### src/rtl/dlr_pkg.sv
package dlr_pkg;

   // ---------------------------------------------------------------
   // Command blocks
   // ---------------------------------------------------------------
   localparam int CDB_BYTES = 12;
   localparam logic [7:0] OP_SHORT = 8'h37;
   localparam logic [7:0] OP_LONG = 8'hb7;
   localparam int SH_SEL_BYTE = 2;
   localparam int SH_ALLOC_MSB = 7;
   localparam int SH_ALLOC_LSB = 8;
   localparam int LG_SEL_BYTE = 1;
   localparam int LG_ALLOC_B0 = 6;
   localparam int LG_ALLOC_B1 = 7;
   localparam int LG_ALLOC_B2 = 8;
   localparam int LG_ALLOC_B3 = 9;
   localparam int SEL_P_BIT = 4;
   localparam int SEL_G_BIT = 3;
   localparam int SEL_FMT_MSB = 2;
   localparam logic [2:0] FMT_BYTES_FROM_INDEX = 3'b100;
   localparam logic [2:0] FMT_PHYS_SECTOR = 3'b101;
   localparam logic [1:0] PG_HDR_ONLY = 2'b00;
   localparam logic [1:0] PG_GROWN = 2'b01;
   localparam logic [1:0] PG_FACTORY = 2'b10;
   localparam logic [1:0] PG_ALL = 2'b11;

   // ---------------------------------------------------------------
   // Returned list layout
   // ---------------------------------------------------------------
   localparam logic [3:0] HDR_SHORT = 4'h4;
   localparam logic [3:0] HDR_LONG = 4'h8;
   localparam logic [3:0] HB_SEL = 4'h1;
   localparam logic [3:0] HB_SH_LEN_MSB = 4'h2;
   localparam logic [3:0] HB_SH_LEN_LSB = 4'h3;
   localparam logic [3:0] HB_LG_LEN_B0 = 4'h4;
   localparam logic [3:0] HB_LG_LEN_B1 = 4'h5;
   localparam logic [3:0] HB_LG_LEN_B2 = 4'h6;
   localparam logic [3:0] HB_LG_LEN_B3 = 4'h7;
   localparam int LIST_CNT_W = 29;
   localparam logic [2:0] DSC_SHIFT_ZERO = 3'b000;

   // ---------------------------------------------------------------
   // Status
   // ---------------------------------------------------------------
   localparam logic [3:0] SK_RECOVERED = 4'h1;
   localparam logic [7:0] ASC_BAD_FORMAT = 8'h1c;

   typedef enum logic [2:0] {
      ST_IDLE = 3'b001,
      ST_SEND = 3'b010,
      ST_DRAIN = 3'b100
   } dlr_state_e;

   typedef logic [CDB_BYTES-1:0][7:0] dlr_cdb_t;

   typedef struct packed {
      logic [LIST_CNT_W-1:0] grown_cnt;
      logic [LIST_CNT_W-1:0] factory_cnt;
      logic [LIST_CNT_W-1:0] all_cnt;
      logic list_ok;
      logic medium_err;
   } dlr_lists_s;

   typedef struct packed {
      logic [7:0] data;
      logic valid;
      logic last;
   } dlr_din_s;

   typedef struct packed {
      logic done;
      logic [7:0] status;
      logic [3:0] key;
      logic [7:0] asc;
   } dlr_done_s;

   typedef struct packed {
      dlr_state_e st;
      logic rdy;
      logic long_cmd;
      logic [7:0] sel;
      logic fmt_bad;
      logic [31:0] list_len;
      logic [3:0] hdr_len;
      logic [3:0] hdr_pos;
      logic [31:0] left;
      logic [31:0] dsc_addr;
      dlr_din_s din;
      dlr_done_s fin;
   } dlr_regs_s;

endpackage : dlr_pkg

### src/rtl/dlr_hdr_byte.sv
`timescale 1ns/1ps
module dlr_hdr_byte
   import dlr_pkg::*;
(
   input wire logic long_cmd,
   input wire logic [7:0] sel,
   input wire logic [31:0] list_len,
   input wire logic [3:0] pos,
   output logic [7:0] hbyte
);

   always_comb begin
      hbyte = 8'h00;
      if (pos == HB_SEL) begin
         hbyte = sel;
      end else if (!long_cmd) begin
         if (pos == HB_SH_LEN_MSB) begin
            hbyte = list_len[15:8];
         end else if (pos == HB_SH_LEN_LSB) begin
            hbyte = list_len[7:0];
         end
      end else begin
         unique case (pos)
            HB_LG_LEN_B0: hbyte = list_len[31:24];
            HB_LG_LEN_B1: hbyte = list_len[23:16];
            HB_LG_LEN_B2: hbyte = list_len[15:8];
            HB_LG_LEN_B3: hbyte = list_len[7:0];
            default: hbyte = 8'h00;
         endcase
      end
   end

endmodule : dlr_hdr_byte

### src/rtl/dlr_responder.sv
`timescale 1ns/1ps
// Notes on behaviour
// - Stop data-in after the smaller of host buffer limit and available bytes.
// - Zero host buffer limit sends no bytes and is not an error.
// - Short command returns a 4-byte header echoing delivered selection and format.
// - List length is full available size; truncation neither adjusts it nor errors.
// - Short header bytes 2-3 hold list length, eight per defect, MSB first.
// - Selection 00 header only, 01 grown, 10 factory_defect_list, 11 all lists.
// - Selection 00 reports zero length and sends no descriptor bytes.
// - Format 100 is bytes-from-index, 101 is physical-sector.
// - Other formats send physical-sector, then check condition key 1h, code 1Ch.
// - Descriptors may come in any order; no ordering is imposed.
// - Long command is B7h, 12 bytes; byte 1 holds selection and format.
// - Long command host buffer limit is bytes 6-9, MSB first.
// - Long command is refused with reservation conflict if reserved by another port.
// - Extent reservations never block the long command.
// - Long command returns an 8-byte header; length in bytes 4-7.
// - Short command is 37h, 10 bytes; selection byte 2, limit bytes 7-8.
// - Unreachable defect data ends with check condition, list-not-found.
module dlr_responder
   import dlr_pkg::*;
#(
   parameter logic [7:0] STATUS_GOOD = 8'h00,
   parameter logic [7:0] STATUS_CHECK = 8'h02,
   parameter logic [7:0] STATUS_RESV_CONFLICT = 8'h18,
   parameter logic [3:0] SK_NO_SENSE = 4'h0,
   parameter logic [3:0] SK_MEDIUM_ERROR = 4'h3,
   parameter logic [7:0] ASC_LIST_NOT_FOUND = 8'h19
)
(
   input wire logic clk_sys,
   input wire logic resetn,
   input wire logic cmd_valid,
   input wire dlr_cdb_t cmd_cdb,
   output logic cmd_ready,
   input wire logic lun_reserved_other,
   input wire dlr_lists_s lists,
   output logic [31:0] dsc_addr,
   input wire logic [7:0] dsc_data,
   output dlr_din_s din,
   input wire logic din_ready,
   output dlr_done_s fin
);

   dlr_regs_s s_r;
   dlr_regs_s s_nxt;

   logic [7:0] op;
   logic is_long;
   logic [7:0] req_sel;
   logic [2:0] fmt_out;
   logic fmt_ok;
   logic [31:0] host_buffer_limit;
   logic [LIST_CNT_W-1:0] cnt;
   logic [31:0] len_sel;
   logic [3:0] hdr_sel;
   logic [32:0] total;
   logic [31:0] xfer;
   logic [7:0] hbyte;
   logic take;

   // ---------------------------------------------------------------
   // Command decode
   // ---------------------------------------------------------------
   assign op = cmd_cdb[0];
   assign is_long = (op == OP_LONG);
   assign take = s_r.rdy && cmd_valid && ((op == OP_LONG) || (op == OP_SHORT));
   assign req_sel = is_long ? cmd_cdb[LG_SEL_BYTE] : cmd_cdb[SH_SEL_BYTE];
   assign host_buffer_limit = is_long ?
      {cmd_cdb[LG_ALLOC_B0], cmd_cdb[LG_ALLOC_B1], cmd_cdb[LG_ALLOC_B2], cmd_cdb[LG_ALLOC_B3]} :
      {16'h0000, cmd_cdb[SH_ALLOC_MSB], cmd_cdb[SH_ALLOC_LSB]};
   assign fmt_ok = (req_sel[SEL_FMT_MSB:0] == FMT_BYTES_FROM_INDEX) ||
                   (req_sel[SEL_FMT_MSB:0] == FMT_PHYS_SECTOR);
   assign fmt_out = fmt_ok ? req_sel[SEL_FMT_MSB:0] : FMT_PHYS_SECTOR;

   always_comb begin
      unique case ({req_sel[SEL_P_BIT], req_sel[SEL_G_BIT]})
         PG_HDR_ONLY: cnt = '0;
         PG_GROWN: cnt = lists.grown_cnt;
         PG_FACTORY: cnt = lists.factory_cnt;
         PG_ALL: cnt = lists.all_cnt;
      endcase
   end

   // Full available size, never reduced by the host limit
   assign len_sel = {cnt, DSC_SHIFT_ZERO};
   assign hdr_sel = is_long ? HDR_LONG : HDR_SHORT;
   assign total = {1'b0, len_sel} + {29'h0, hdr_sel};
   assign xfer = ({1'b0, host_buffer_limit} < total) ? host_buffer_limit : total[31:0];

   dlr_hdr_byte u_hdr (
      .long_cmd(s_r.long_cmd),
      .sel(s_r.sel),
      .list_len(s_r.list_len),
      .pos(s_r.hdr_pos),
      .hbyte(hbyte)
   );

   // ---------------------------------------------------------------
   // Sequencer
   // ---------------------------------------------------------------
   always_comb begin
      s_nxt = s_r;
      s_nxt.fin.done = 1'b0;
      unique case (s_r.st)
         ST_IDLE: begin
            if (take) begin
               s_nxt.long_cmd = is_long;
               s_nxt.sel = {3'b000, req_sel[SEL_P_BIT], req_sel[SEL_G_BIT], fmt_out};
               s_nxt.fmt_bad = !fmt_ok;
               s_nxt.list_len = len_sel;
               s_nxt.hdr_len = hdr_sel;
               s_nxt.hdr_pos = 4'h0;
               s_nxt.dsc_addr = 32'h0000_0000;
               s_nxt.left = xfer;
               s_nxt.fin.key = SK_NO_SENSE;
               s_nxt.fin.asc = 8'h00;
               // Only the logical unit reservation is looked at here
               if (is_long && lun_reserved_other) begin
                  s_nxt.fin.done = 1'b1;
                  s_nxt.fin.status = STATUS_RESV_CONFLICT;
               end else if ((cnt != '0 || req_sel[SEL_P_BIT] || req_sel[SEL_G_BIT]) &&
                            !lists.list_ok) begin
                  s_nxt.fin.done = 1'b1;
                  s_nxt.fin.status = STATUS_CHECK;
                  s_nxt.fin.key = lists.medium_err ? SK_MEDIUM_ERROR : SK_NO_SENSE;
                  s_nxt.fin.asc = ASC_LIST_NOT_FOUND;
               end else if (xfer == 32'h0000_0000) begin
                  s_nxt.fin.done = 1'b1;
                  s_nxt.fin.status = fmt_ok ? STATUS_GOOD : STATUS_CHECK;
                  s_nxt.fin.key = fmt_ok ? SK_NO_SENSE : SK_RECOVERED;
                  s_nxt.fin.asc = fmt_ok ? 8'h00 : ASC_BAD_FORMAT;
               end else begin
                  s_nxt.rdy = 1'b0;
                  s_nxt.st = ST_SEND;
               end
            end
         end
         ST_SEND: begin
            if (!s_r.din.valid || din_ready) begin
               s_nxt.din.valid = 1'b1;
               if (s_r.hdr_pos < s_r.hdr_len) begin
                  s_nxt.din.data = hbyte;
                  s_nxt.hdr_pos = s_r.hdr_pos + 4'h1;
               end else begin
                  // Descriptor bytes pass in stored order, unsorted
                  s_nxt.din.data = dsc_data;
                  s_nxt.dsc_addr = s_r.dsc_addr + 32'h0000_0001;
               end
               s_nxt.left = s_r.left - 32'h0000_0001;
               s_nxt.din.last = (s_r.left == 32'h0000_0001);
               if (s_r.left == 32'h0000_0001) begin
                  s_nxt.st = ST_DRAIN;
               end
            end
         end
         ST_DRAIN: begin
            if (din_ready) begin
               s_nxt.din.valid = 1'b0;
               s_nxt.din.last = 1'b0;
               s_nxt.rdy = 1'b1;
               s_nxt.st = ST_IDLE;
               s_nxt.fin.done = 1'b1;
               // Truncation is never an error; only a bad format is
               s_nxt.fin.status = s_r.fmt_bad ? STATUS_CHECK : STATUS_GOOD;
               s_nxt.fin.key = s_r.fmt_bad ? SK_RECOVERED : SK_NO_SENSE;
               s_nxt.fin.asc = s_r.fmt_bad ? ASC_BAD_FORMAT : 8'h00;
            end
         end
      endcase
   end

   always_ff @(posedge clk_sys or negedge resetn) begin
      if (!resetn) begin
         s_r <= '{st: ST_IDLE, rdy: 1'b1, default: '0};
      end else begin
         s_r <= s_nxt;
      end
   end

   assign cmd_ready = s_r.rdy;
   assign dsc_addr = s_r.dsc_addr;
   assign din = s_r.din;
   assign fin = s_r.fin;

   logic [31:0] beats_r;
   logic [31:0] cap_r;
   always_ff @(posedge clk_sys or negedge resetn) begin
      if (!resetn) begin
         beats_r <= 32'h0000_0000;
         cap_r <= 32'h0000_0000;
      end else if (take) begin
         beats_r <= 32'h0000_0000;
         cap_r <= host_buffer_limit;
      end else if (din.valid && din_ready) begin
         beats_r <= beats_r + 32'h0000_0001;
      end
   end
endmodule : dlr_responder

### config.mk
export PLATFORM = sky130hd
export DESIGN_NAME = dlr_responder
export DESIGN_NICKNAME = d
export VERILOG_FILES = /design/src/rtl/dlr_pkg.sv /design/src/rtl/dlr_hdr_byte.sv /design/src/rtl/dlr_responder.sv
export SDC_FILE = /design/constraint.sdc
export NUM_CORES = 1
export LEC_CHECK = 0
export ABC_AREA = 1
export ABC_CLOCK_PERIOD_IN_PS = 2940
export BUFFER_PORTS_ARGS = -buffer_cell sky130_fd_sc_hd__buf_2
export CAP_MARGIN = 20
export CELL_PAD_IN_SITES_DETAIL_PLACEMENT = 1
export CELL_PAD_IN_SITES_GLOBAL_PLACEMENT = 2
export CORE_AREA = 2 2 210 212
export DETAILED_ROUTE_END_ITERATION = 10
export DIE_AREA = 0 0 212 214
export PLACE_DENSITY = 0.79
export SLEW_MARGIN = 20
export SYNTH_ARGS = -nofsm -noshare
export SYNTH_HDL_FRONTEND = slang
export SYNTH_SLANG_ARGS = --single-unit
export TNS_END_PERCENT = 5
### constraint.sdc
create_clock -name clk_sys -period 2.94 [get_ports clk_sys]
set_input_delay 0.735 -clock clk_sys [delete_from_list [all_inputs] [get_ports clk_sys]]
set_output_delay 0.735 -clock clk_sys [all_outputs]
set_load 0.02 [all_outputs]
# --- Yosys cells after proc, flatten, opt, wreduce, memory -nomap -nowiden ---
# Cells that the tools add are included.
# Widths: inputs -> output; s select.
totals:
  word_cells: 119
  in_bits: 198
  out_inout_bits: 64
  register_bits: 143
op_classes:
  muxes: 40
  eq_ne: 28
  addsub: 4
  n_lt_le_gt_ge: 2
  reduce_logical: 28
ops:
  columns: ["op", "count"]
  rows:
  - ["$pmux 68 s2", 1]
  - ["$mux 118", 1]
  - ["$pmux 29 s4", 1]
  - ["$mux 32", 3]
  - ["$mux 78", 1]
  - ["$mux 21", 3]
  - ["$pmux 21 s2", 1]
  - ["$mux 8", 5]
  - ["$add 32x4->33", 1]
  - ["$lt 32x33->1", 1]
  - ["$add 32x1->32 const B", 1]
  - ["$eq 32x1->1 const B", 1]
  - ["$logic_not 32->1", 1]
  - ["$pmux 8 s4", 1]
  - ["$sub 32x1->32 const B", 1]
  - ["$reduce_bool 29->1", 1]
  - ["$mux 4", 6]
  - ["$mux 23", 1]
  - ["$ne 2x2->1 const B", 9]
  - ["$eq 4x3->1 const B", 4]
  - ["$mux 5", 3]
  - ["$mux 12", 1]
  - ["$reduce_and 4->1", 3]
  - ["$eq 3x3->1 const B", 3]
  - ["other kinds (27)", 48]

# --- Logic depth before layout (Yosys ltp) ---
# Gate-level depths: netlist of run 1.
logic_depth:
  word_depth: 13
  depth_mapped: 43
  ltp_nobuf: 41

# --- Modules after synthesis ---
# A second synthesis of run 1 with hierarchy kept.
hier_totals:
  cells_unflattened: 1672
  area_unflattened_um2: 10960.5
by_module_without_submodules:
  columns: ["module", "cells_per_inst", "n_inst", "area_each_um2"]
  rows:
  - ["dlr_responder", 1551, 1, 10362.4]
  - ["dlr_hdr_byte", 121, 1, 598.1]

# --- Least setup slack after synthesis of run 1 ---
# No wires, ideal clock.
synth_path:
  path_type: "in2reg"
  from: "input cmd_cdb[3] in the netlist's numbering"
  to: "register s_r, in the netlist fin[16]"
  setup_time_ns: 0.116
  cell_stages: 38
  required_ns: 2.824
  path_buffers: 2
  slack_ns: -2.172
  t_arrival_ns: 4.996
  cell_sequence: "inv_1 > nand2_1 > nor2_8 > nand2_4 > nand2_4 > nand2_4 > nor2_8 > buf_8 > nand2_1 > nand3_1 > ha_1 > ha_1 > nand2_1 > nor2_1 > nand2_1 > inv_2 > nand4_1 > nand2_1 > [2 not listed] > nand2_1 > nor4_1 > nand2_1 > nand2_1 > nand2_1 > nand2_1 > clkbuf_1 > nand3_1 > nand2_1 > nand2_1 > nor2_1 > nand2_1 > nor2_2 > nand3_1 > nand3_1 > nand2_1 > nand2_1 > nand2_1"
synth_between:
  elab_chain_len: 12
synth_rtl:
  columns: ["element", "line_no", "rtl"]
  rows:
  - ["start, declared", "dlr_responder.sv:34", "input wire dlr_cdb_t cmd_cdb,"]
  - ["$eq 8x8->1 (*)", "dlr_responder.sv:66", "assign is_long = (op == OP_LONG);"]
  - ["$mux 5 (*)", "dlr_responder.sv:68", "assign req_sel = is_long ? cmd_cdb[LG_SEL_BYTE] : cmd_cdb[SH_SEL_BYTE];"]
  - ["$eq 2x2->1, or another cell as far along", "dlr_responder.sv:77", "unique case ({req_sel[SEL_P_BIT], req_sel[SEL_G_BIT]})"]
  - ["$pmux 29 s4 (*)", "dlr_responder.sv:77", null]
  - ["named net cnt[0]", "dlr_responder.sv:54", "logic [LIST_CNT_W-1:0] cnt;"]
  - ["parallel branches: the longest is 8 deep, another holds $add 32x4->33", null, null]
  - ["end signal, assigned", "dlr_responder.sv:177", "s_r <= s_nxt;"]
  - ["end, declared", "dlr_responder.sv:45", "dlr_regs_s s_r;"]
# Mark *: on every way through the listed nets, which the timed path passes. The select of a mux whose other input is x is not followed.
# A chain may end at the register's enable or synchronous reset.

# --- Final worst setup path of run 1 ---
layout_path:
  from: "input cmd_cdb[4] in the netlist's numbering"
  to: "register s_r, in the netlist fin[2]"
layout_between:
  elab_chain_len: 13
layout_rtl:
  columns: ["element", "line_no", "rtl"]
  rows:
  - ["$eq 8x8->1", "dlr_responder.sv:66, dlr_responder.sv:67", null]
  - ["$mux 5", "dlr_responder.sv:68", null]
  - ["$eq 2x2->1, or another cell as far along", "dlr_responder.sv:77", null]
  - ["$pmux 29 s4", "dlr_responder.sv:77", null]
  - ["$add 32x4->33", "dlr_responder.sv:88", "assign total = {1'b0, len_sel} + {29'h0, hdr_sel};"]
  - ["$lt 32x33->1", "dlr_responder.sv:89", "assign xfer = ({1'b0, host_buffer_limit} < total) ? host_buffer_limit : total[31:0];"]
  - ["$mux 32", "dlr_responder.sv:89", null]
  - ["$logic_not 32->1", "dlr_responder.sv:128", "end else if (xfer == 32'h0000_0000) begin"]
  - ["$mux 21", "dlr_responder.sv:128", null]
  - ["$mux 21", "dlr_responder.sv:122", "end else if ((cnt != '0 || req_sel[SEL_P_BIT] || req_sel[SEL_G_BIT]) &&"]
  - ["$mux 12", "dlr_responder.sv:119", "if (is_long && lun_reserved_other) begin"]
  - ["$mux 21", "dlr_responder.sv:107", "if (take) begin"]
  - ["$pmux 21 s2", "dlr_responder.sv:105", "unique case (s_r.st)"]
# Parallel ways exist; a longest one is shown, timed or not. The select of a mux whose other input is x is not followed.

==> summary.md, run 1 <==
| Metric | Value |
|---|---|
| Worst setup SP type | `input pin` |
| WP buf/inv | `9` |
| Async set or reset register ratio after synthesis | `1.00` |
| H-tree levels | `4` |
| Rows | `76` |
| Vias in the first global route | `13846` |
| Max Clock Skew | `about 0.01 ns` |
| Core Area | `~0.043 mm2` |
| CP arrival | `between 5 and 6 ns` |
| Worst setup EP type | `flip-flop` |
| Main combinational cell family by area after synthesis | `simple AND/OR/NAND/NOR gates` |
| Area grow syn2layout | `57.5%` |
| Internal | `roughly 4800 uW` |
| GRT Util Overall | `0.220` |
| Tcrit/Tclk final | `1.69` |
| Largest stage delay, worst path | `between 0.3 and 0.4 ns` |
| Post-DRT Antenna Nets | `0` |
| Adder-cell share of the synthesized area | `0.0440` |
| Vias per inst | `between 4 and 5` |
| Sequential fraction of the synthesis area | `0.287` |
| Routed WL | `51600 um` |
| Worst slew pin tran | `between 0.7 and 0.8 ns` |
| Root buffer cell | `clkbuf_16` |
| Worst Setup SP | `cmd_cdb[4]` |
| Starting Density | `0.258` |
| RSZ-0062 raised after global routing | `true` |
| Die Ht | `between 200 and 250 um` |
| Post-Syn Area | `between 0.01 and 0.015 mm2` |
| Avg Inst Size Synth | `between 6 and 7 um2` |
| Most frequent cells in the layout | `nand2_1 (358), buf_4 (303), inv_1 (206), buf_2 (201), nor2_1 (138)` |
| R2R Path Start | `s_r[63]` |
| Logic pwr share | `0.435` |
| Final setup violating endpoints | `44` |
| Final Critical Period | `4.98 ns` |
| DRT Pass-1 Iters | `4` |
| Global placement routability congestion | `0.882` |
| Sw Pwr | `3320 uW` |
| Pin count of the biggest net entering global routing | `69` |
| Slowest-stage cell, CP | `ha_4` |
| Final hold slack | `0.322 ns` |
| Simple-gate area share of the yosys netlist | `0.380` |
| Max Cap Viol | `0` |
| Post-synth EDFFs | `0` |
| Die Wd | `212 um` |
| Clk slew on worst S/H paths | `~0.06 ns` |
| Pre-CTS setup slack | `-2.64 ns` |
| Input/output buffers | `204` |
| CTS Sinks | `127` |
| Critical path type | `in2reg` |
| Most common cell on crit path | `nand2_1` |
| Final WS setup | `-2.04 ns` |
| CTS Hold Bufs | `0` |
| Post-Synthesis Cells | `approximately 1700` |
| Post-DP HPWL | `~38000 um` |
| Final Total Pwr | `8140 uW` |
| Failing checks | `setup timing` |
| Synth cell types | `56` |
| Max Buffers Root-to-Sink | `2` |
| Total number of vias | `13330` |
| Sw Share | `0.408` |
| IO Pins | `roughly 260` |
| Peak supply drop | `between 0.0004 and 0.0005 V` |
| CP Max Fanout | `7` |
| Die ar. | `roughly 0.045 mm2` |
| Max-slew violations | `0` |
| Main flop type after synthesis | `dfrtp_1` |
| Power density cells | `about 470 mW/mm2` |
| Initial antenna violation count | `3` |
| Nets | `between 2000 and 2500` |
| # DRC | `0` |
| #FFs+latches synth | `~130` |
| Final Hold Viols | `0` |
| Worst Hold Class | `in2async` |
| Slew margin rel. | `0.476` |
| Final Util | `0.407` |
| Clock latency reported for the late side of the worst-skew pair | `between 0.4 and 0.5 ns` |
| CTS Buf Count | `17` |
| Delay-heaviest family, CP | `simple AND/OR/NAND/NOR gates` |
| First-pass GRT wire length | `between 70000 and 80000 um` |
| Ys Warns | `0` |
| Status | `finished with violations` |
| Multiplexer share of the synthesized area | `0` |
| Average wire per standard cell | `18.5 um` |
| Clock share of power | `0.266` |
| Compound-Gate Fraction of Synth Area | `0.128` |
| Total gr overflow | `0` |
| Seq pwr share | `0.299` |
| DRT iter0 DRCs | `720` |
| Fmax | `about 200 MHz` |
| Lkg Pwr | `0.00862 uW` |
| Xor-xnor portion of the synthesized cell area | `0.0142` |
| CTS tree | `done` |
| Req. time, crit path | `approximately 3.3 ns` |
| Commonest non-fill, non-tap cell in the layout | `nand2_1` |
| Layout cell share with drive strength beyond 1 | `0.423` |
-- power groups by stage --
stage	Clock, uW	Combinational (uW)	Sequential [uW]
final	2170	3540	2430
after global routing	2270	3900	2490
after CTS	2200	3420	2430
after detailed placement	0	3130	2460
after global placement	0	3030	2440
after floorplan	0	1980	2360
-- cells by family (layout without fill, tap and decap cells) --
logic type                 count (synthesis)  after routing
AOI/OAI and AO/OA                        256            256
xor gates and xnor gates                  18             18
DFF                                      127            127
other                                      1             13
and+or+nand+nor                          926            929
adders and majority gates                 39             39
buffers and inverters                    343            817
-- metal layers --
layer,part of all wire,GRT usage
met1,0.42,0.281
met2,0.49,0.374
met3,0.043,0.0265
met4,0.038,0.0878
met5,0.00025,0
-- synthesized netlist by cell type (14+ instances only) --
cell type	count	area [um2]
inv_1	217	815
nand2_1	457	1720
nand4_1	16	100
a21oi_1	75	375
a31oi_1	14	87.6
nand2_2	14	87.6
nor2_1	179	672
nand3_2	18	180
dfrtp_1	125	3130
buf_4	69	518
clkbuf_1	32	120
ha_1	39	488
nor3_1	41	205
o21ai_0	113	566
nor4_1	14	87.6
nand3_1	135	676
-- worst reg2reg max path: stages, from the launching register on --
cell and delay, ns:
dfrtp_1 0.41, inv_1 0.11, ha_1 0.20, inv_1 0.05, nor2_1 0.18, inv_1 0.08
nor2_1 0.13, inv_1 0.05, nor2_1 0.18, inv_1 0.09, nor2_1 0.15, inv_1 0.07
nor2_1 0.13, inv_1 0.07, nor2_1 0.16, inv_1 0.07, nor2_1 0.13, nand2_1 0.12
o21ai_0 0.17, a21oi_1 0.08, a21oi_2 0.11, o21ai_1 0.07
-- registers in the layout (all words and copies together), names as in the netlist --
name       flops
din           10
fin            8
s_r           76
dsc_addr      32
cmd_ready      1
-- per-stage QoR --
stage | cells | instance area, um2 | setup TNS [ns]
global placement | 2661 | 14300 | -92.68
global route | 2782 | 17500 | -76.04
floorplan | 1720 | 11300 | -49.19
finish | 2784 | 17500 | -66.62
CTS | 2760 | 16600 | -57.95
detailed placement | 2661 | 14300 | -96.71
-- layout make-up --
cell class                      count  area, um2
Fill cell                        5383      25400
Multi-Input combinational cell   1253       7950
Timing Repair Buffer              558       4120
Sequential cell                   127       3180
Inverter                          228        885
Tap cell                          585        732
Clock buffer                       22        484
Clock inverter                      9        109
Antenna cell                        2       5.00
-- path summary, 6_finish.rpt --
check | endpoint | slack (ns) | cells past startpoint
hold / removal | dsc_addr[29] | 0.32 | 1
hold reg to reg | s_r[138] | 0.47 | 1
max in group asynchronous | s_r[146] | 1.84 | 2
setup / recovery | fin[2] | -2.04 | 38
min in group clk_sys | s_r[138] | 0.47 | 1
setup reg to reg | s_r[85] | 0.01 | 21
-- repair_timing --
action / in CTS / in global routing
cloned: 7 / 0
endpoints found under the setup margin: 48 / 49
pin swaps: 96 / 103
resized for setup: 247 / 156
buffers inserted: 61 / 23
No activity file was read; power rests on OpenSTA's default activity.
==> run 2, diff against run 1 <==
--- a/config.mk
+++ b/config.mk
@@ -15,7 +15,7 @@
 export DETAILED_ROUTE_END_ITERATION = 10
 export DIE_AREA = 0 0 212 214
 export PLACE_DENSITY = 0.79
-export SLEW_MARGIN = 20
+export SLEW_MARGIN = 0
 export SYNTH_ARGS = -nofsm -noshare
 export SYNTH_HDL_FRONTEND = slang
 export SYNTH_SLANG_ARGS = --single-unit
==> constraint.sdc (replaced) <==
create_clock -name clk_sys -period 2.94 [get_ports clk_sys]
set_input_delay 0 -clock clk_sys [delete_from_list [all_inputs] [get_ports clk_sys]]
set_output_delay 0 -clock clk_sys [all_outputs]
set_load 0.02 [all_outputs]
==> summary.md, run 2 (same netlist as run 1, synthesis figures left out) <==
| Metric | Value |
|---|---|
| Status | `finished with violations` |
| Failing checks | `setup timing` |
| CP Max Fanout | `8` |
| Commonest non-fill, non-tap cell in the layout | `nand2_1` |
| Worst slew pin tran | `approximately 0.89 ns` |
| Seq pwr share | `0.313` |
| Max FFs per register | `76` |
| Total number of vias | `between 10000 and 15000` |
| R2R depth | `21` |
| Fmax | `~240 MHz` |
| Largest stage delay, worst path | `between 0.2 and 0.3 ns` |
| Max Cap Viol | `0` |
| Max-slew violations | `0` |
| RSZ-0062 raised after global routing | `true` |
| Internal | `between 4000 and 5000 uW` |
| Lkg Pwr | `0.00805 uW` |
| Slew margin rel. | `0.407` |
| Die Wd | `212 um` |
| Hold Crit Start | `lun_reserved_other` |
| CTS tree | `done` |
| Max Buffers Root-to-Sink | `2` |
| Worst setup EP type | `flip-flop` |
| Global placement routability congestion | `about 0.9` |
| Post-DRT Antenna Nets | `0` |
| Final Critical Period | `4.18 ns` |
| Final hold slack | `approximately 0.032 ns` |
| Area after DPL | `0.0141 mm2` |
| Req. time, crit path | `about 3.3 ns` |
| Core Area | `between 0.04 and 0.05 mm2` |
| Vias in the first global route | `13248` |
| Final setup violating endpoints | `between 40 and 50` |
| Largest Register | `s_r` |
| Average wire per standard cell | `roughly 18 um` |
| Power density cells | `between 400 and 500 mW/mm2` |
| Final WS setup | `-1.24 ns` |
| Critical path type | `in2reg` |
| R2R Path Start | `s_r[146]` |
| CTS Sinks | `127` |
| Layout cell share with drive strength beyond 1 | `0.351` |
| Final Hold Viols | `0` |
| Starting Density | `0.258` |
| Peak supply drop | `0.000422 V` |
| Post-DP HPWL | `37400 um` |
| Area of the multi-input gates | `0.00721 mm2` |
| CP arrival | `roughly 4.5 ns` |
| Sw Pwr | `approximately 3200 uW` |
| GRT Util Overall | `0.211` |
| Input/output buffers | `roughly 200` |
| Die ar. | `0.0454 mm2` |
| Area grow syn2layout | `45.0%` |
| Clk slew on worst S/H paths | `around 0.05 ns` |
| H-tree levels | `4` |
| Fillers | `5461` |
| Initial antenna violation count | `4` |
| Vias per inst | `around 4.7` |
| Routed WL | `approximately 50000 um` |
| Rows | `76` |
| Die Ht | `around 210 um` |
| Slowest-stage cell, CP | `ha_4` |
| CTS Buf Count | `17` |
| Worst Setup SP | `cmd_cdb[6]` |
| IO Pins | `about 260` |
| Clock latency reported for the late side of the worst-skew pair | `between 0.4 and 0.5 ns` |
| First-pass GRT wire length | `between 70000 and 80000 um` |
| Total gr overflow | `0` |
| Final Cell Area | `about 0.016 mm2` |
| Nets | `~2400` |
| Flip-flop and latch area | `~0.0032 mm2` |
| Most common cell on crit path | `nand2_2` |
| Clock share of power | `0.267` |
| Worst Hold Class | `in2reg` |
| # DRC | `0` |
| Most frequent cells in the layout | `nand2_1 (393), buf_4 (247), inv_1 (215), buf_2 (203), nor2_1 (146)` |
| DRT iter0 DRCs | `just under 600` |
| Tcrit/Tclk final | `1.42` |
| Sw Share | `0.410` |
| Final Total Pwr | `between 7000 and 8000 uW` |
| Pin count of the biggest net entering global routing | `between 60 and 70` |
| DRT Pass-1 Iters | `5` |
| Hold Path Cell Cnt | `4` |
| Root buffer cell | `clkbuf_16` |
| Worst setup SP type | `input pin` |
| Max Clock Skew | `around 0.0081 ns` |
| Logic pwr share | `0.420` |
## run 2: cell count changes in the layout (fill, tap and decap cells not counted), moves of 14 or more
cell / delta
nand3_4: -25
nand2_4: -14
nand2_2: -18
nand3_1: +21
buf_6: -19
buf_4: -56
nand2_1: +35
dlygate4sd3_1: +16
## run 2: through the flow
step	cells	worst slack, ns	setup TNS, ns	utilization
after floorplan	1720	-0.831	-18.27	-
after global placement	2631	-1.80	-51.81	0.329
after detailed placement	2631	-1.89	-56.40	0.329
after CTS	2696	-1.14	-30.65	0.359
after global routing	2716	-1.59	-47.53	0.375
final	2718	-1.24	-33.47	0.375
## run 2: final timing paths
check | end | slack, ns
min in group asynchronous | dsc_addr[31] | 0.25
max in group asynchronous | s_r[110] | 1.83
worst min register to register | s_r[138] | 0.46
worst max register to register | dsc_addr[21] | -0.01
worst max-delay path | fin[2] | -1.24
worst min-delay path | fin[0] | 0.03
## run 2: power by group through the flow
stage / combinational, uW / clock (uW) / sequential [uW]
finish: 3280 / 2090 / 2440
global route: 3630 / 2200 / 2500
CTS: 3200 / 2130 / 2440
detailed placement: 3080 / 0 / 2470
global placement: 2980 / 0 / 2450
floorplan: 1980 / 0 / 2360
## run 2: timing repair
item,CTS,global route
gates resized for setup,93,130
hold buffers,16,0
gates cloned,5,2
setup endpoints to repair,46,48
setup buffers,13,18
pin swaps,34,48
hold endpoints to repair,75,0
## run 2: routing by layer
layer / vias to the layer above / GRT usage / share of wire / wire (um)
li1: 6270 / - / - / -
met1: 6260 / 0.278 / 0.46 / 22200
met2: 265 / 0.358 / 0.48 / 23500
met3: 56 / 0.0238 / 0.033 / 1630
met4: 2 / 0.0653 / 0.027 / 1300
met5: - / 0 / 0.00023 / 11
## run 2: area by class of cell
cell class,instances,share of cell area
multi-input combinational,1252,0.448
timing repair buffer,493,0.218
sequential,127,0.198
inverter,228,0.0547
tap,585,0.0455
clock buffer,21,0.0280
clock inverter,10,0.00708
antenna,2,0.000311
## run 2: critical path: cells and delay by family
family	cells	cell delay, ns
adders and majority gates	2	0.44
buffers and inverters	9	1.04
AOI/OAI and AO/OA	1	0.17
and+or+nand+nor	24	2.87
==> run 3, diff against run 2 <==
--- a/config.mk
+++ b/config.mk
@@ -15,6 +15,7 @@
 export DETAILED_ROUTE_END_ITERATION = 10
 export DIE_AREA = 0 0 212 214
 export PLACE_DENSITY = 0.79
+export SETUP_SLACK_MARGIN = 0.3
 export SLEW_MARGIN = 0
 export SYNTH_ARGS = -nofsm -noshare
 export SYNTH_HDL_FRONTEND = slang
==> summary.md, run 3 (same netlist as run 1, synthesis figures left out) <==
| Metric | Value |
|---|---|
| Status | `finished with violations` |
| Failing checks | `setup timing` |
| Initial antenna violation count | `4` |
| Max-slew violations | `0` |
| Worst Hold Class | `in2reg` |
| Most frequent cells in the layout | `nand2_1 (392), buf_4 (247), inv_1 (214), buf_2 (203), nor2_1 (145)` |
| Average wire per standard cell | `between 15 and 20 um` |
| Req. time, crit path | `3.29 ns` |
| Rows | `between 70 and 80` |
| Largest stage delay, worst path | `around 0.27 ns` |
| CTS tree | `done` |
| Lkg Pwr | `between 0.008 and 0.009 uW` |
| Largest Register | `s_r` |
| DRT iter0 DRCs | `538` |
| Total gr overflow | `0` |
| Die Wd | `around 210 um` |
| H-tree levels | `4` |
| Die ar. | `between 0.04 and 0.05 mm2` |
| CTS Sinks | `around 130` |
| Clk slew on worst S/H paths | `roughly 0.05 ns` |
| Final Total Pwr | `slightly below 8000 uW` |
| Max Buffers Root-to-Sink | `2` |
| Worst slew pin tran | `around 0.89 ns` |
| Area grow syn2layout | `45.2%` |
| Max Clock Skew | `around 0.012 ns` |
| Input/output buffers | `around 200` |
| Slowest-stage cell, CP | `ha_4` |
| Fmax | `between 200 and 250 MHz` |
| RSZ-0062 raised after global routing | `true` |
| Global placement routability congestion | `about 0.90` |
| CTS Buf Count | `17` |
| Worst setup SP type | `input pin` |
| # DRC | `0` |
| Root buffer cell | `clkbuf_16` |
| Fillers | `5458` |
| Final WS setup | `-1.24 ns` |
| Worst setup EP type | `flip-flop` |
| Most common cell on crit path | `nand2_2` |
| Flip-flop and latch area | `0.00318 mm2` |
| CP arrival | `approximately 4.5 ns` |
| DRT Pass-1 Iters | `5` |
| Routed WL | `just under 50000 um` |
| Vias per inst | `approximately 4.7` |
| Peak supply drop | `roughly 0.00042 V` |
| CP Max Fanout | `8` |
| Pin count of the biggest net entering global routing | `slightly below 70` |
| Slew margin rel. | `0.406` |
| Critical path type | `in2reg` |
| Final Hold Viols | `0` |
| Die Ht | `approximately 210 um` |
| Vias in the first global route | `approximately 13000` |
| Starting Density | `0.258` |
| Tcrit/Tclk final | `1.42` |
| Final setup violating endpoints | `42` |
| IO Pins | `between 200 and 300` |
| First-pass GRT wire length | `74300 um` |
| Nets | `~2400` |
| Core Area | `around 0.043 mm2` |
| Final Critical Period | `around 4.2 ns` |
| Post-DP HPWL | `around 37000 um` |
| Layout cell share with drive strength beyond 1 | `0.354` |
| Total number of vias | `roughly 13000` |
| GRT Util Overall | `0.211` |
| Power density cells | `a little under 500 mW/mm2` |
| Post-DRT Antenna Nets | `0` |
| Final Util | `0.375` |
| Max Cap Viol | `0` |
| Max FFs per register | `76` |
| Commonest non-fill, non-tap cell in the layout | `nand2_1` |
| Area of the multi-input gates | `just over 0.007 mm2` |
| Clock latency reported for the late side of the worst-skew pair | `approximately 0.43 ns` |
[run 3: changes by cell type in the layout (fill, tap and decap cells not counted), sizes merged]
cell / change
dlygate4sd3: -1
[run 3: worst paths after layout]
| check | start | end | slack [ns] | cells past startpoint |
|---|---|---|---|---|
| worst max-delay path | cmd_cdb[6] | fin[2] | -1.24 | 36 |
| worst min-delay path | lun_reserved_other | fin[0] | 0.03 | 4 |
| worst max register to register | s_r[64] | s_r[88] | 0.05 | 20 |
| worst min register to register | s_r[138] | s_r[138] | 0.46 | 1 |
| max in group asynchronous | resetn | s_r[110] | 1.83 | 3 |
| min in group asynchronous | resetn | dsc_addr[31] | 0.25 | 2 |
[run 3: critical path: cells and delay by family]
family	cells	cell delay (ns)
adders and majority gates	2	0.44
and+or+nand+nor	24	2.87
buffers and inverters	9	1.04
AOI/OAI and AO/OA	1	0.17
[run 3: final cells by class]
class | instances | share of cell area
repair buffers | 492 | 0.217
well taps | 585 | 0.0455
diodes | 2 | 0.000311
multi-input cells | 1252 | 0.450
inverters | 228 | 0.0546
clock inverters | 10 | 0.00707
flip-flops and latches | 127 | 0.198
clock buffers | 21 | 0.0280
[run 3: timing repair]
action	CTS	global route
setup buffers	13	18
pin swaps	34	48
hold buffers	15	0
cloned	5	2
gates resized for setup	97	133
hold endpoints to repair	75	0
setup endpoints to repair	49	68
[run 3: power breakdown]
group	internal, uW	leakage, uW	switching [uW]
Sequential	2090	0.00154	360
Combinational	1260	0.00624	2020
Clock	1260	0.000265	829
Total	4610	0.00804	3210
[run 3: through the flow]
step	instance area [um2]	setup WS [ns]	TNS, ns	hold WS (ns)	std cells
after floorplan	11300	-0.831	-18.27	-0.296	1720
after global placement	14100	-1.80	-51.81	0.175	2631
after detailed placement	14100	-1.89	-56.40	0.185	2631
after CTS	15400	-1.14	-30.46	0.0261	2695
after global routing	16100	-1.59	-47.33	0.0603	2715
final	16100	-1.24	-33.56	0.0306	2717
[run 3: metal layers]
metal | track usage | part of all wire | vias to the layer above
met5 | 0 | 0.00023 | -
met1 | 0.278 | 0.46 | 6313
li1 | - | - | 6263
met2 | 0.358 | 0.48 | 267
met4 | 0.0655 | 0.026 | 2
met3 | 0.0243 | 0.035 | 56
